===== src/sfw_pkg.sv =====
package sfw_pkg;

  // Opcodes handled by the sequencer
  localparam logic [7:0] OP_WRAP_SET  = 8'h77;
  localparam logic [7:0] OP_PAGE_WR   = 8'h02;
  localparam logic [7:0] OP_QPAGE_WR  = 8'h32;
  localparam logic [7:0] OP_SECT_CLR  = 8'h20;
  localparam logic [7:0] OP_BLK_CLR   = 8'h52;

  // Address layout
  localparam int          ADDR_W       = 24;
  localparam int          PAGE_BYTES   = 256;
  localparam int          SECT_LSB     = 12;
  localparam int          BLK_LSB      = 15;
  localparam int          WRAP_BYTE_HI = 6;
  localparam int          WRAP_BYTE_LO = 4;
  localparam int          WRAP_MIN     = 8;

  // Reset values of the wrap setting
  localparam logic        WRAP_DIS_RST = 1'b1;
  localparam logic [1:0]  WRAP_LEN_RST = 2'h0;

  // Self-timed cycle lengths
  localparam int          CLK_MHZ      = 40;
  localparam int          PROG_TIME_US = 700;
  localparam int          SECT_TIME_US = 50000;
  localparam int          BLK_TIME_US  = 150000;
  localparam int          PROG_CYCLES  = PROG_TIME_US * CLK_MHZ;
  localparam int          SECT_CYCLES  = SECT_TIME_US * CLK_MHZ;
  localparam int          BLK_CYCLES   = BLK_TIME_US * CLK_MHZ;
  localparam int          TMR_W        = 24;

  // Kind of internal cycle
  localparam logic [1:0]  KIND_PROG    = 2'h0;
  localparam logic [1:0]  KIND_SECT    = 2'h1;
  localparam logic [1:0]  KIND_BLK     = 2'h2;

  // Frame parser states
  typedef enum logic [3:0] {
    ST_OPC  = 4'b0001,
    ST_ADDR = 4'b0010,
    ST_DATA = 4'b0100,
    ST_SKIP = 4'b1000
  } sfw_frame_e;

endpackage


===== src/sfw_link_if.sv =====
`timescale 1ns/1ps
interface sfw_link_if;
  logic       cs_n_lvl;
  logic       cs_fall;
  logic       cs_rise;
  logic       sclk_rise;
  logic [3:0] io_smp;
  logic       tmr_start;
  logic [1:0] tmr_kind;
  logic       tmr_busy;

  modport sync_mp (output cs_n_lvl, output cs_fall, output cs_rise, output sclk_rise,
                   output io_smp);
  modport core_mp (input cs_n_lvl, input cs_fall, input cs_rise, input sclk_rise,
                   input io_smp, output tmr_start, output tmr_kind, input tmr_busy);
  modport tmr_mp  (input tmr_start, input tmr_kind, output tmr_busy);
endinterface


===== src/sfw_pin_sync.sv =====
`timescale 1ns/1ps
module sfw_pin_sync (
  input  wire logic   clk,
  input  wire logic   srst,
  input  wire logic   cs_n_pin,
  input  wire logic   sclk_pin,
  input  wire logic [3:0] io_pin_in,
  sfw_link_if.sync_mp lnk
);
  logic [5:0] s1_reg;
  logic [5:0] s2_reg;
  logic [5:0] s3_reg;
  logic [5:0] stab_reg;
  logic [5:0] stab_next;
  logic       rise_reg;
  logic       fall_cs_reg;
  logic       rise_cs_reg;
  logic [3:0] io_reg;

  ////////////////////////////////////////////////////////////////////////////
  // Three-stage synchronisers; a level counts once stages two and three agree
  always_ff @(posedge clk) begin
    if (srst) begin
      s1_reg <= 6'h01;
      s2_reg <= 6'h01;
      s3_reg <= 6'h01;
    end else begin
      s1_reg <= {io_pin_in, sclk_pin, cs_n_pin};
      s2_reg <= s1_reg;
      s3_reg <= s2_reg;
    end
  end

  // Disagreeing stages keep the old level, filtering single-sample glitches
  assign stab_next = (s2_reg & s3_reg) | (stab_reg & (s2_reg | s3_reg));

  ////////////////////////////////////////////////////////////////////////////
  // Edge events, one cycle each; data is taken with the clock rise
  always_ff @(posedge clk) begin
    if (srst) begin
      stab_reg    <= 6'h01;
      rise_reg    <= 1'b0;
      fall_cs_reg <= 1'b0;
      rise_cs_reg <= 1'b0;
      io_reg      <= 4'h0;
    end else begin
      stab_reg    <= stab_next;
      rise_reg    <= stab_next[1] & ~stab_reg[1];
      fall_cs_reg <= ~stab_next[0] & stab_reg[0];
      rise_cs_reg <= stab_next[0] & ~stab_reg[0];
      if (stab_next[1] & ~stab_reg[1]) begin
        io_reg <= stab_next[5:2];
      end
    end
  end

  assign lnk.cs_n_lvl  = stab_reg[0];
  assign lnk.sclk_rise = rise_reg;
  assign lnk.cs_fall   = fall_cs_reg;
  assign lnk.cs_rise   = rise_cs_reg;
  assign lnk.io_smp    = io_reg;
endmodule // sfw_pin_sync


===== src/sfw_cycle_timer.sv =====
`timescale 1ns/1ps
module sfw_cycle_timer #(
  parameter int PROG_CYC = sfw_pkg::PROG_CYCLES,
  parameter int SECT_CYC = sfw_pkg::SECT_CYCLES,
  parameter int BLK_CYC  = sfw_pkg::BLK_CYCLES
) (
  input  wire logic  clk,
  input  wire logic  srst,
  sfw_link_if.tmr_mp lnk
);
  import sfw_pkg::*;

  logic [TMR_W-1:0] cnt_reg;
  logic             busy_reg;
  logic [TMR_W-1:0] load_val;

  // Cycle length chosen by the kind of operation
  assign load_val = (lnk.tmr_kind == KIND_PROG) ? TMR_W'(PROG_CYC - 1) :
                    (lnk.tmr_kind == KIND_SECT) ? TMR_W'(SECT_CYC - 1) :
                                                  TMR_W'(BLK_CYC - 1);

  ////////////////////////////////////////////////////////////////////////////
  // Down counter; a start while busy is dropped
  always_ff @(posedge clk) begin
    if (srst) begin
      cnt_reg  <= '0;
      busy_reg <= 1'b0;
    end else if (lnk.tmr_start && !busy_reg) begin
      cnt_reg  <= load_val;
      busy_reg <= 1'b1;
    end else if (busy_reg) begin
      cnt_reg  <= cnt_reg - TMR_W'(1);
      busy_reg <= (cnt_reg != '0);
    end
  end

  assign lnk.tmr_busy = busy_reg;
endmodule // sfw_cycle_timer


===== src/sfw_flash_seq.sv =====
`timescale 1ns/1ps
module sfw_flash_seq #(
  parameter int PROG_CYC = sfw_pkg::PROG_CYCLES,
  parameter int SECT_CYC = sfw_pkg::SECT_CYCLES,
  parameter int BLK_CYC  = sfw_pkg::BLK_CYCLES
) (
  input  wire logic                      clk,
  input  wire logic                      srst,
  input  wire logic                      cs_n_pin,
  input  wire logic                      sclk_pin,
  input  wire logic [3:0]                io_pin_in,
  input  wire logic                      write_latch_set_cmd,
  input  wire logic                      four_wire_command_mode,
  input  wire logic                      quad_io_enable,
  input  wire logic [4:0]                protect_level_bits,
  input  wire logic                      rd_param_load,
  input  wire logic [1:0]                rd_param_len,
  input  wire logic                      rd_load,
  input  wire logic [sfw_pkg::ADDR_W-1:0] rd_start_addr,
  input  wire logic                      rd_step,
  input  wire logic                      rd_quad_io,
  input  wire logic                      rd_wrapped_cmd,
  output logic                           write_latch_flag,
  output logic                           busy_flag,
  output logic                           wrap_disable_bit,
  output logic [1:0]                     wrap_length_field,
  output logic [sfw_pkg::ADDR_W-1:0]     rd_addr,
  output logic                           mem_wr_en,
  output logic [sfw_pkg::ADDR_W-1:0]     mem_wr_addr,
  output logic [7:0]                     mem_wr_data,
  output logic                           erase_go,
  output logic [sfw_pkg::ADDR_W-1:0]     erase_addr,
  output logic                           erase_is_block
);
  import sfw_pkg::*;

  sfw_link_if lnk ();

  sfw_pin_sync u_sync (
    .clk       (clk),
    .srst      (srst),
    .cs_n_pin  (cs_n_pin),
    .sclk_pin  (sclk_pin),
    .io_pin_in (io_pin_in),
    .lnk       (lnk.sync_mp)
  );

  sfw_cycle_timer #(
    .PROG_CYC (PROG_CYC),
    .SECT_CYC (SECT_CYC),
    .BLK_CYC  (BLK_CYC)
  ) u_tmr (
    .clk  (clk),
    .srst (srst),
    .lnk  (lnk.tmr_mp)
  );

  // Protection: level n covers the top 2^(n-1) 64 KB blocks, 9 and up all
  function automatic logic prot_hit(input logic [4:0] lvl, input logic [ADDR_W-1:0] a);
    logic [7:0] m;
    m = 8'(8'hFF << (lvl - 5'd1));
    if (lvl == 5'd0) begin
      prot_hit = 1'b0;
    end else if (lvl >= 5'd9) begin
      prot_hit = 1'b1;
    end else begin
      prot_hit = ((a[23:16] & m) == m);
    end
  endfunction

  sfw_frame_e        state_reg;
  sfw_frame_e        state_next;
  logic [7:0]        op_reg;
  logic [7:0]        sh_reg;
  logic [2:0]        bit_reg;
  logic [1:0]        abyte_reg;
  logic [1:0]        dcnt_reg;
  logic              quad_reg;
  logic [ADDR_W-1:0] addr_reg;
  logic [7:0]        ptr_reg;
  logic [7:0]        page_buf [PAGE_BYTES];
  logic [255:0]      mask_reg;
  logic              wel_reg;
  logic              wrap_dis_reg;
  logic [1:0]        wrap_len_reg;
  logic [ADDR_W-1:0] rd_addr_reg;
  logic              prog_run_reg;
  logic [7:0]        idx_reg;
  logic [15:0]       page_reg;
  logic              wr_en_reg;
  logic [ADDR_W-1:0] wr_addr_reg;
  logic [7:0]        wr_data_reg;
  logic              er_go_reg;
  logic [ADDR_W-1:0] er_addr_reg;
  logic              er_blk_reg;

  ////////////////////////////////////////////////////////////////////////////
  // Bit assembly: one line per edge, four in quad phases
  wire       clk_edge  = lnk.sclk_rise & ~lnk.cs_n_lvl;
  wire [7:0] sh_next   = quad_reg ? {sh_reg[3:0], lnk.io_smp} : {sh_reg[6:0], lnk.io_smp[0]};
  wire [2:0] bit_next  = bit_reg + (quad_reg ? 3'h4 : 3'h1);
  wire       byte_done = clk_edge & (bit_next == 3'h0);
  wire       busy      = lnk.tmr_busy;

  // Opcode classes
  wire op_prog  = (op_reg == OP_PAGE_WR) | (op_reg == OP_QPAGE_WR);
  wire op_erase = (op_reg == OP_SECT_CLR) | (op_reg == OP_BLK_CLR);
  wire op_wrap  = (op_reg == OP_WRAP_SET);
  wire new_prog = (sh_next == OP_PAGE_WR) | (sh_next == OP_QPAGE_WR);
  wire new_known = new_prog | (sh_next == OP_SECT_CLR) | (sh_next == OP_BLK_CLR) |
                   (sh_next == OP_WRAP_SET);
  wire new_quad_ok = (sh_next != OP_QPAGE_WR) | quad_io_enable;
  wire start_ok  = byte_done & (state_reg == ST_OPC) & new_known & new_quad_ok & ~busy;

  // Erase base drops the bits inside the sector or block
  wire               blk_sel   = (op_reg == OP_BLK_CLR);
  wire [ADDR_W-1:0]  er_base   = blk_sel ? {addr_reg[23:BLK_LSB], 15'h0000}
                                         : {addr_reg[23:SECT_LSB], 12'h000};

  // Frame end on a byte boundary after the address
  wire frame_end = lnk.cs_rise & (state_reg == ST_DATA) & (bit_reg == 3'h0);
  wire go_prog   = frame_end & op_prog & (dcnt_reg != 2'h0) & wel_reg & ~busy
                   & ~prot_hit(protect_level_bits, addr_reg);
  wire go_erase  = frame_end & op_erase & (dcnt_reg == 2'h0) & wel_reg & ~busy
                   & ~prot_hit(protect_level_bits, er_base);
  wire go_wrap   = frame_end & op_wrap & (dcnt_reg == 2'h1);
  wire buf_we    = byte_done & (state_reg == ST_DATA) & op_prog;

  ////////////////////////////////////////////////////////////////////////////
  // Frame parser next state
  always_comb begin
    state_next = state_reg;
    case (state_reg)
      ST_OPC:  state_next = byte_done ? (start_ok ? ST_ADDR : ST_SKIP) : ST_OPC;
      ST_ADDR: state_next = (byte_done && abyte_reg == 2'h2) ? ST_DATA : ST_ADDR;
      ST_DATA: state_next = ST_DATA;
      ST_SKIP: state_next = ST_SKIP;
      default: state_next = ST_SKIP;
    endcase
  end

  // Each frame restarts at the select fall
  always_ff @(posedge clk) begin
    if (srst) begin
      state_reg <= ST_SKIP;
      bit_reg   <= 3'h0;
      sh_reg    <= 8'h00;
    end else if (lnk.cs_fall) begin
      state_reg <= ST_OPC;
      bit_reg   <= 3'h0;
    end else if (clk_edge) begin
      state_reg <= state_next;
      bit_reg   <= bit_next;
      sh_reg    <= sh_next;
    end
  end

  // Opcode, quad phase and byte counters
  always_ff @(posedge clk) begin
    if (srst || lnk.cs_fall) begin
      op_reg    <= 8'h00;
      quad_reg  <= 1'b0;
      abyte_reg <= 2'h0;
      dcnt_reg  <= 2'h0;
    end else if (start_ok) begin
      op_reg    <= sh_next;
      quad_reg  <= (sh_next == OP_QPAGE_WR);
    end else if (byte_done && state_reg == ST_ADDR) begin
      abyte_reg <= abyte_reg + 2'h1;
    end else if (byte_done && state_reg == ST_DATA && dcnt_reg != 2'h2) begin
      dcnt_reg  <= dcnt_reg + 2'h1; // Saturates: only zero, one, many matter
    end
  end

  // Address shift; the page offset pointer starts at A7-A0
  always_ff @(posedge clk) begin
    if (srst) begin
      addr_reg <= '0;
      ptr_reg  <= 8'h00;
    end else if (byte_done && state_reg == ST_ADDR) begin
      addr_reg <= {addr_reg[15:0], sh_next};
      ptr_reg  <= sh_next;
    end else if (buf_we) begin
      ptr_reg  <= ptr_reg + 8'h01;
    end
  end

  ////////////////////////////////////////////////////////////////////////////
  // Page buffer; later bytes overwrite earlier ones at the same offset
  always_ff @(posedge clk) begin
    if (buf_we) begin
      page_buf[ptr_reg] <= sh_next;
    end
  end

  // Written-byte mask, cleared when a program frame opens
  always_ff @(posedge clk) begin
    if (srst || (start_ok && new_prog)) begin
      mask_reg <= '0;
    end else if (buf_we) begin
      mask_reg[ptr_reg] <= 1'b1;
    end
  end

  ////////////////////////////////////////////////////////////////////////////
  // Write latch: set command wins over the clear at cycle start
  always_ff @(posedge clk) begin
    if (srst) begin
      wel_reg <= 1'b0;
    end else if (write_latch_set_cmd) begin
      wel_reg <= 1'b1;
    end else if (go_prog || go_erase) begin
      wel_reg <= 1'b0;
    end
  end

  // Timer start on the select rise of an accepted program or erase frame
  assign lnk.tmr_start = go_prog | go_erase;
  assign lnk.tmr_kind  = go_prog ? KIND_PROG : (blk_sel ? KIND_BLK : KIND_SECT);

  ////////////////////////////////////////////////////////////////////////////
  // Write-out walks the page once; only marked offsets reach the array
  always_ff @(posedge clk) begin
    if (srst) begin
      prog_run_reg <= 1'b0;
      idx_reg      <= 8'h00;
      page_reg     <= 16'h0000;
    end else if (go_prog) begin
      prog_run_reg <= 1'b1;
      idx_reg      <= 8'h00;
      page_reg     <= addr_reg[23:8];
    end else if (prog_run_reg) begin
      idx_reg      <= idx_reg + 8'h01;
      prog_run_reg <= (idx_reg != 8'hFF);
    end
  end

  // Array write port, registered
  always_ff @(posedge clk) begin
    if (srst) begin
      wr_en_reg   <= 1'b0;
      wr_addr_reg <= '0;
      wr_data_reg <= 8'h00;
    end else begin
      wr_en_reg   <= prog_run_reg & mask_reg[idx_reg];
      wr_addr_reg <= {page_reg, idx_reg};
      wr_data_reg <= page_buf[idx_reg];
    end
  end

  // Erase request, one pulse at cycle start
  always_ff @(posedge clk) begin
    if (srst) begin
      er_go_reg   <= 1'b0;
      er_addr_reg <= '0;
      er_blk_reg  <= 1'b0;
    end else begin
      er_go_reg   <= go_erase;
      if (go_erase) begin
        er_addr_reg <= er_base;
        er_blk_reg  <= blk_sel;
      end
    end
  end

  ////////////////////////////////////////////////////////////////////////////
  // Wrap setting; the parameter load only retunes the length
  always_ff @(posedge clk) begin
    if (srst) begin
      wrap_dis_reg <= WRAP_DIS_RST;
      wrap_len_reg <= WRAP_LEN_RST;
    end else if (go_wrap) begin
      wrap_dis_reg <= sh_reg[WRAP_BYTE_LO];
      wrap_len_reg <= sh_reg[WRAP_BYTE_HI:WRAP_BYTE_LO+1];
    end else if (rd_param_load) begin
      wrap_len_reg <= rd_param_len;
    end
  end

  // Wrap applies to standard quad reads, or to the wrapped read in four-wire mode
  wire       rd_wrap_on = four_wire_command_mode ? rd_wrapped_cmd
                                                 : (rd_quad_io & ~wrap_dis_reg);
  wire [8:0] sec_size   = 9'(WRAP_MIN) << wrap_len_reg;
  wire [7:0] sec_mask   = 8'(sec_size - 9'h001);
  wire [7:0] low_inc    = rd_addr_reg[7:0] + 8'h01;
  wire [ADDR_W-1:0] rd_wrap_next = {rd_addr_reg[23:8],
                                    (rd_addr_reg[7:0] & ~sec_mask) | (low_inc & sec_mask)};

  // Read address sequencer; stepping stays inside the section while rd_wrap_on, else counts up linearly
  always_ff @(posedge clk) begin
    if (srst) begin
      rd_addr_reg <= '0;
    end else if (rd_load) begin
      rd_addr_reg <= rd_start_addr;
    end else if (rd_step) begin
      rd_addr_reg <= rd_wrap_on ? rd_wrap_next : rd_addr_reg + ADDR_W'(1);
    end
  end

  ////////////////////////////////////////////////////////////////////////////
  // Outputs
  assign write_latch_flag  = wel_reg;
  assign busy_flag         = busy;
  assign wrap_disable_bit  = wrap_dis_reg;
  assign wrap_length_field = wrap_len_reg;
  assign rd_addr           = rd_addr_reg;
  assign mem_wr_en         = wr_en_reg;
  assign mem_wr_addr       = wr_addr_reg;
  assign mem_wr_data       = wr_data_reg;
  assign erase_go          = er_go_reg;
  assign erase_addr        = er_addr_reg;
  assign erase_is_block    = er_blk_reg;
endmodule // sfw_flash_seq


===== config.mk =====
export PLATFORM = sky130hd
export DESIGN_NAME = sfw_flash_seq
export DESIGN_NICKNAME = d
export VERILOG_FILES = /design/src/sfw_pkg.sv /design/src/sfw_link_if.sv /design/src/sfw_pin_sync.sv /design/src/sfw_cycle_timer.sv /design/src/sfw_flash_seq.sv
export SDC_FILE = /design/constraint.sdc
export NUM_CORES = 2
export LEC_CHECK = 0
export BUFFER_PORTS_ARGS = -buffer_cell sky130_fd_sc_hd__buf_2
export CAP_MARGIN = 15
export CORE_MARGIN = 3
export CORE_UTILIZATION = 40
export DETAILED_ROUTE_END_ITERATION = 8
export PLACE_DENSITY = 0.56
export SYNTH_ARGS = -nofsm -noshare
export SYNTH_HDL_FRONTEND = slang
export SYNTH_SLANG_ARGS = --single-unit

===== constraint.sdc =====
create_clock -name clk -period 12.5 [get_ports clk]
set_input_delay 0 -clock clk [delete_from_list [all_inputs] [get_ports clk]]
set_output_delay 0 -clock clk [all_outputs]
set_load 0.05 [all_outputs]

======== After elaboration in Yosys (flattened, before gate mapping) ========
Memory sizes are Yosys's and may differ from the RTL's. A register that Yosys moved wholly into a read port is not among the register bits.
Index checks and enable logic that the tools add are counted.
storage, ports and cells
  flip-flop bits (word level) ............. 475
  bits in writable memories ............... 2,048
  input bits .............................. 47
  output and inout port bits .............. 88
  word-level logic and storage cells ...... 198
  memories ................................ 1
operators by class
  add/subtract/negate cells ............... 10
  $lt $le $gt $ge ......................... 4
  equal/unequal tests ..................... 22
  shifts and indexed selects .............. 2
  muxes and demuxes ....................... 39
  bitwise gates (word level) .............. 56
  reduce and logical (&&, ||, !) cells .... 30
memory list
  memory    words  width  rd ports  clocked after memory_dff  wr ports  RTL line             RTL
  page_buf  256    8      1         1                         1         sfw_flash_seq.sv:81  logic [7:0] page_buf [PAGE_BYTES];
operator list
  kind                                                 number
  OR 256 bit                                           1
  two-way mux 24 bit                                   6
  AND 8 bit                                            4
  == test 8 x 6 -> 1 bit (second input constant)       4
  == test 8 x 7 -> 1 bit (second input constant)       4
  AND 1 bit                                            27
  adder 24 x 1 -> 24 bit (second input constant)       1
  adder 8 x 1 -> 8 bit (second input constant)         3
  two-way mux 8 bit                                    3
  nonzero test 24 bit                                  1
  subtractor 24 x 1 -> 24 bit (second input constant)  1
  two-way mux 23 bit                                   1
  < comparator 8 x 9 -> 1 bit (second input constant)  2
  == test 8 x 2 -> 1 bit (second input constant)       2
  == test 8 bit                                        2
  two-way mux 4 bit                                    4
  two-way mux 1 bit                                    15
  two-way mux 15 bit                                   1
  nonzero test 2 bit                                   7
  AND 6 bit                                            2
  OR 6 bit                                             2
  case mux 4 bit (3 select lines)                      1
  NOT 1 bit                                            10
  binary-select mux 1 bit (select 8 bit)               1
  other kinds (31)                                     58

======== Logic depth before layout (Yosys ltp) ========
  word-level depth ........................ 14
  gate-level depth with buffers ........... 15
  gate-level depth less buffers ........... 10

======== By module ========
A second synthesis with hierarchy kept.
second synthesis, totals
  cells, all modules ...................... 5,305
  area total of the unflattened synthesis .. 97,546.1 sq um
by module, submodules not included
  module           times used  cells each  area an instance (sq um)  sequential area each (sq um)
  sfw_flash_seq    1           5,043       95,126.2                  69,807.0
  sfw_cycle_timer  1           178         1,495.2                   500.5
  sfw_pin_sync     1           84          924.6                     620.6

======== Worst setup path after synthesis ========
OpenSTA, ideal clock, no wires.
  path kind ............................... register to register
  start ................................... register u_sync.io_reg[0], in the netlist u_sync.lnk.io_smp[0]
  end ..................................... register mask_reg[225]
  setup time .............................. 115 ps
  arrival ................................. 5,293 ps
  slack ................................... 7,092 ps
  stages on the path, launching flop included .. 8
  path buffers ............................ 2
  clock period less this slack ............ 5,408 ps
  cell sequence ........................... dfxtp_1 > or4_1 > nor2_1 > a2111oi_0 > a21oi_1 > clkbuf_1 > buf_1 > o21a_1
on the way
  word-level cells in the longest chain between the ends .. 11
  elaborated cells between the ends (all ways) .. 17
  classes of those cells .................. eq/ne: 6; mux: 1; bitwise: 8; reduce/logical: 2
RTL lines
  item                                                                     RTL line              RTL
  start, declared                                                          sfw_pin_sync.sv:18    logic [3:0] io_reg;
  start signal, assigned                                                   sfw_pin_sync.sv:52    io_reg <= stab_next[5:2];
  two-way mux 8 bit *                                                      sfw_flash_seq.sv:100  wire [7:0] sh_next = quad_reg ? {sh_reg[3:0], lnk.io_smp} : {sh_reg[6:0], lnk.io_smp[0]};
  == test 8 x 2 -> 1 bit / == test 8 x 6 -> 1 bit (equally long branches)  sfw_flash_seq.sv:109  wire new_prog = (sh_next == OP_PAGE_WR) | (sh_next == OP_QPAGE_WR);
  OR 1 bit                                                                 sfw_flash_seq.sv:109
  OR 1 bit (3 in a row)                                                    sfw_flash_seq.sv:110  wire new_known = new_prog | (sh_next == OP_SECT_CLR) | (sh_next == OP_BLK_CLR) |
  AND 1 bit (3 in a row)                                                   sfw_flash_seq.sv:113  wire start_ok = byte_done & (state_reg == ST_OPC) & new_known & new_quad_ok & ~busy;
  logical AND 1 bit *                                                      sfw_flash_seq.sv:198  if (srst || (start_ok && new_prog)) begin
  logical OR 1 bit *                                                       sfw_flash_seq.sv:198
  end signal, assigned                                                     sfw_flash_seq.sv:199  mask_reg <= '0;
  end signal, assigned by index                                            sfw_flash_seq.sv:201  mask_reg[ptr_reg] <= 1'b1;
  end, declared                                                            sfw_flash_seq.sv:82   logic [255:0] mask_reg;
Mark *: on every way between the ends. The rest lies on a longest branch, timed or not.
A chain may end at the register's enable or synchronous reset.

======== Worst setup path after layout ========
  start ................................... register quad_reg
  end ..................................... register mask_reg[208]
on the way
  word-level cells in the longest chain between the ends .. 11
  elaborated cells between the ends (all ways) .. 24
  classes of those cells .................. add/sub: 1; eq/ne: 6; mux: 2; bitwise: 12; reduce/logical: 3
RTL lines
  item                                                                     RTL line              RTL
  start, declared                                                          sfw_flash_seq.sv:78   logic quad_reg;
  start signal, assigned                                                   sfw_flash_seq.sv:167  quad_reg <= (sh_next == OP_QPAGE_WR);
  two-way mux 8 bit *                                                      sfw_flash_seq.sv:100
  net sh_next[2]                                                           sfw_flash_seq.sv:100
  == test 8 x 2 -> 1 bit / == test 8 x 6 -> 1 bit (equally long branches)  sfw_flash_seq.sv:109
  OR 1 bit                                                                 sfw_flash_seq.sv:109
  OR 1 bit (3 in a row)                                                    sfw_flash_seq.sv:110
  AND 1 bit (3 in a row)                                                   sfw_flash_seq.sv:113
  logical AND 1 bit *                                                      sfw_flash_seq.sv:198
  logical OR 1 bit *                                                       sfw_flash_seq.sv:198
Mark *: on every way through the listed nets, which the timed path passes. The rest lies on a longest branch.

==> reports/results.ini <==
[status]
status=completed

[synthesis]
ys_async_sr_fraction=0
synth_edf_count=2048
yosysSeqAreaShare=0.729
syn_avg_cell_area_sq_um=17.8
synthTopCellsByArea=edfxtp_1 (63%), mux4_2 (12%), dfxtp_1 (9.7%)
yosys.area.top_type=edfxtp_1
yosysMostFrequentCell=edfxtp_1
synth_top_area_share=0.632
yosys-top-cells-count=edfxtp_1 (2048), mux4_2 (514), dfxtp_1 (471)
ys.flop_type=edfxtp_1
syn_inst=5459
ys_types=79
ys_warn_count=0
synth_area_sq_mm=0.0973
ys_seq_elements=2519

[timing]
finalWorstSetupSlack_ps=6740
rsz0062_at_grt=false
fin_hold_ws_ps=78.5
worst_pin_slew_ps=1340
fin_tns_setup_ps=0
setup_viol=0
skew_ps=49.3
post-route-min-period_ps=5760
final_hold_viol_count=0
clock.fmax_ghz=0.174
slew-limit-headroom=0.105
post-route-period-util=0.461
slew_viol_final=0

[critical_path]
endpoint_kind=register
critPathBufInv=5
crit_top_cell=buf_4
worstRegToRegCells=11
critical_path_required_ps=13350
cp.depth=11
crit_slowest_cell=buf_4
critPathLaunchType=register
worstPathArrival_ps=6600
cp_top_family=buffers and inverters
critPathKind=reg2reg
crit_path_cell_trace=mux2i_1, inv_8, or4_1, nor2_1, a2111oi_0, dlymetal6s2s_1, a21oi_4, buf_4, buf_4, buf_4, o21a_1
cp_max_fo=111
critPathMaxStageDelay_ps=890

[cells_and_area]
fillers=20313
nNetsFinal=5841
largest_reg_flops=2048
area_growth_pct=14.9
stdcell_count=9175
layout-drive-gt1-share=0.204

[floorplan]
core_area_sq_mm=0.241
die_h_microns=499
start_util=0.403
io-pin-count=135
rows=180
die_x_microns=499
die_area_sq_mm=0.249

[clock_network]
clockBufferDepth=4
clk_pin_slew_ps=60
htree_levels=5
cts_sinks=2519
ctsHoldBuffers=132
tritoncts=done
cts_buffers=281
clk_latency_ps=920
cts_setup_buffers=0
cts-root-buf=clkbuf_16
cts_resized=0

[place]
port_buffers=122
place_inst=8547
dp_worst_setup_slack_ps=6790
hpwl_microns=163000
routabilityCongestion=0.825

[global_route]
first_global_vias=52795
grt_max_degree=197
grt_pass1_wl_microns=397000
track_usage=0.221
grt-ovfl-total=0
antenna_found_initial=21

[detailed_routing]
ant_nets=0
vias_per_cell=5.87
drc_errors=0
routed_wirelength_microns=279000
vias=53864
drtPass1Iterations=6
wl_per_cell_microns=30.4
drt_iter0_markers=6705

[power_and_ir_drop]
power_density_mw_per_mm2=153
ir_worst_vdd_uv=128
p_leak_nw=35.2

[run]
maxCapViolations=0

[min_path]
min_path_type=in2reg
min_path_cells=6

==> stage by stage <==
stage | cell area (sq um) | total power, mW | utilization
2_1_floorplan | 97400 | 9.22 | -
3_3_place_gp | 102000 | 9.25 | 0.422
3_5_place_dp | 102000 | 9.25 | 0.422
4_1_cts | 112000 | 17.2 | 0.464
5_1_grt | 112000 | 17.6 | 0.464
6_report | 112000 | 17.1 | 0.464
==> metal layers <==
layer / up-vias / wire length, microns / GRT usage
li1: 22524 / - / -
met1: 28483 / 118000 / 0.316
met2: 2410 / 130000 / 0.345
met3: 441 / 22100 / 0.0389
met4: 6 / 8790 / 0.0707
met5: - / 44 / 0
==> where the power goes <==
| part | leakage, nW | total (mW) | internal [mW] | switching [mW] |
|---|---|---|---|---|
| combinational | 8.11 | 0.152 | 0.0568 | 0.0948 |
| sequential | 22.8 | 8.96 | 8.95 | 0.00974 |
| clock | 4.29 | 7.95 | 4.73 | 3.22 |
| total | 35.2 | 17.1 | 13.7 | 3.33 |
==> cell usage in the layout, fill, tap and decap left out, types with 17 or more instances in the layout <==
cell | synthesis | layout
nand2_1 | 151 | 139
edfxtp_1 | 2048 | 2048
clkinv_2 | 0 | 34
o211ai_1 | 17 | 17
a21oi_1 | 145 | 144
nor3_1 | 63 | 63
clkbuf_16 | 0 | 289
clkbuf_8 | 0 | 23
clkbuf_1 | 199 | 88
nor2_1 | 419 | 415
clkinv_1 | 2 | 30
o21ai_0 | 71 | 71
buf_2 | 70 | 122
mux4_2 | 514 | 514
inv_1 | 34 | 26
a211oi_1 | 50 | 49
o21a_1 | 259 | 259
bufinv_16 | 0 | 17
dfxtp_1 | 471 | 463
nand3_1 | 39 | 34
a31oi_1 | 19 | 19
xnor2_1 | 28 | 28
a221oi_1 | 38 | 38
buf_4 | 17 | 106
dlygate4sd3_1 | 0 | 132
a22oi_1 | 74 | 74
nand4_1 | 17 | 17
o22ai_1 | 30 | 30
a22o_1 | 24 | 24
o221ai_1 | 30 | 30
nor2b_1 | 58 | 54
mux2i_1 | 252 | 252
nand2b_1 | 20 | 20
==> tightest hold or removal path: cells and delay by family <==
family,cells,cell delay (ps)
multiplexers,1,70
AO/OA/AOI/OAI,1,40
buffers and inverters,2,670
AND/OR/NAND/NOR,2,160
==> cell type report <==
cell class,count,area (sq um),share of cell area
flip-flops and latches,2519,71000,0.634
multi-input cells,2566,25000,0.223
clock buffers,401,7890,0.0705
well taps,3185,3990,0.0356
repair buffers,373,2960,0.0265
clock inverters,88,883,0.00790
inverters,37,184,0.00164
diodes,6,15.0,0.000134
==> kinds of logic after synthesis <==
group / Yosys count / synth area share
AOI/OAI and AO/OA: 840 / 0.0608
muxes: 779 / 0.146
buffers and inverters: 385 / 0.0164
other: 1 / 0.0000385
and+or+nand+nor: 875 / 0.0413
adders and majority gates: 16 / 0.00206
xor gates and xnor gates: 44 / 0.00411
DFF: 2519 / 0.729
==> path summary, 6_finish.rpt <==
check / start / to / slack, ps
max: quad_reg / mask_reg[208] / 6740
min: rd_param_load / wrap_length_field[0] / 80
max reg2reg: quad_reg / mask_reg[208] / 6740
min reg2reg: u_sync.s1_reg[0] / u_sync.s2_reg[0] / 420
No activity file was read; power rests on OpenSTA's default activity.
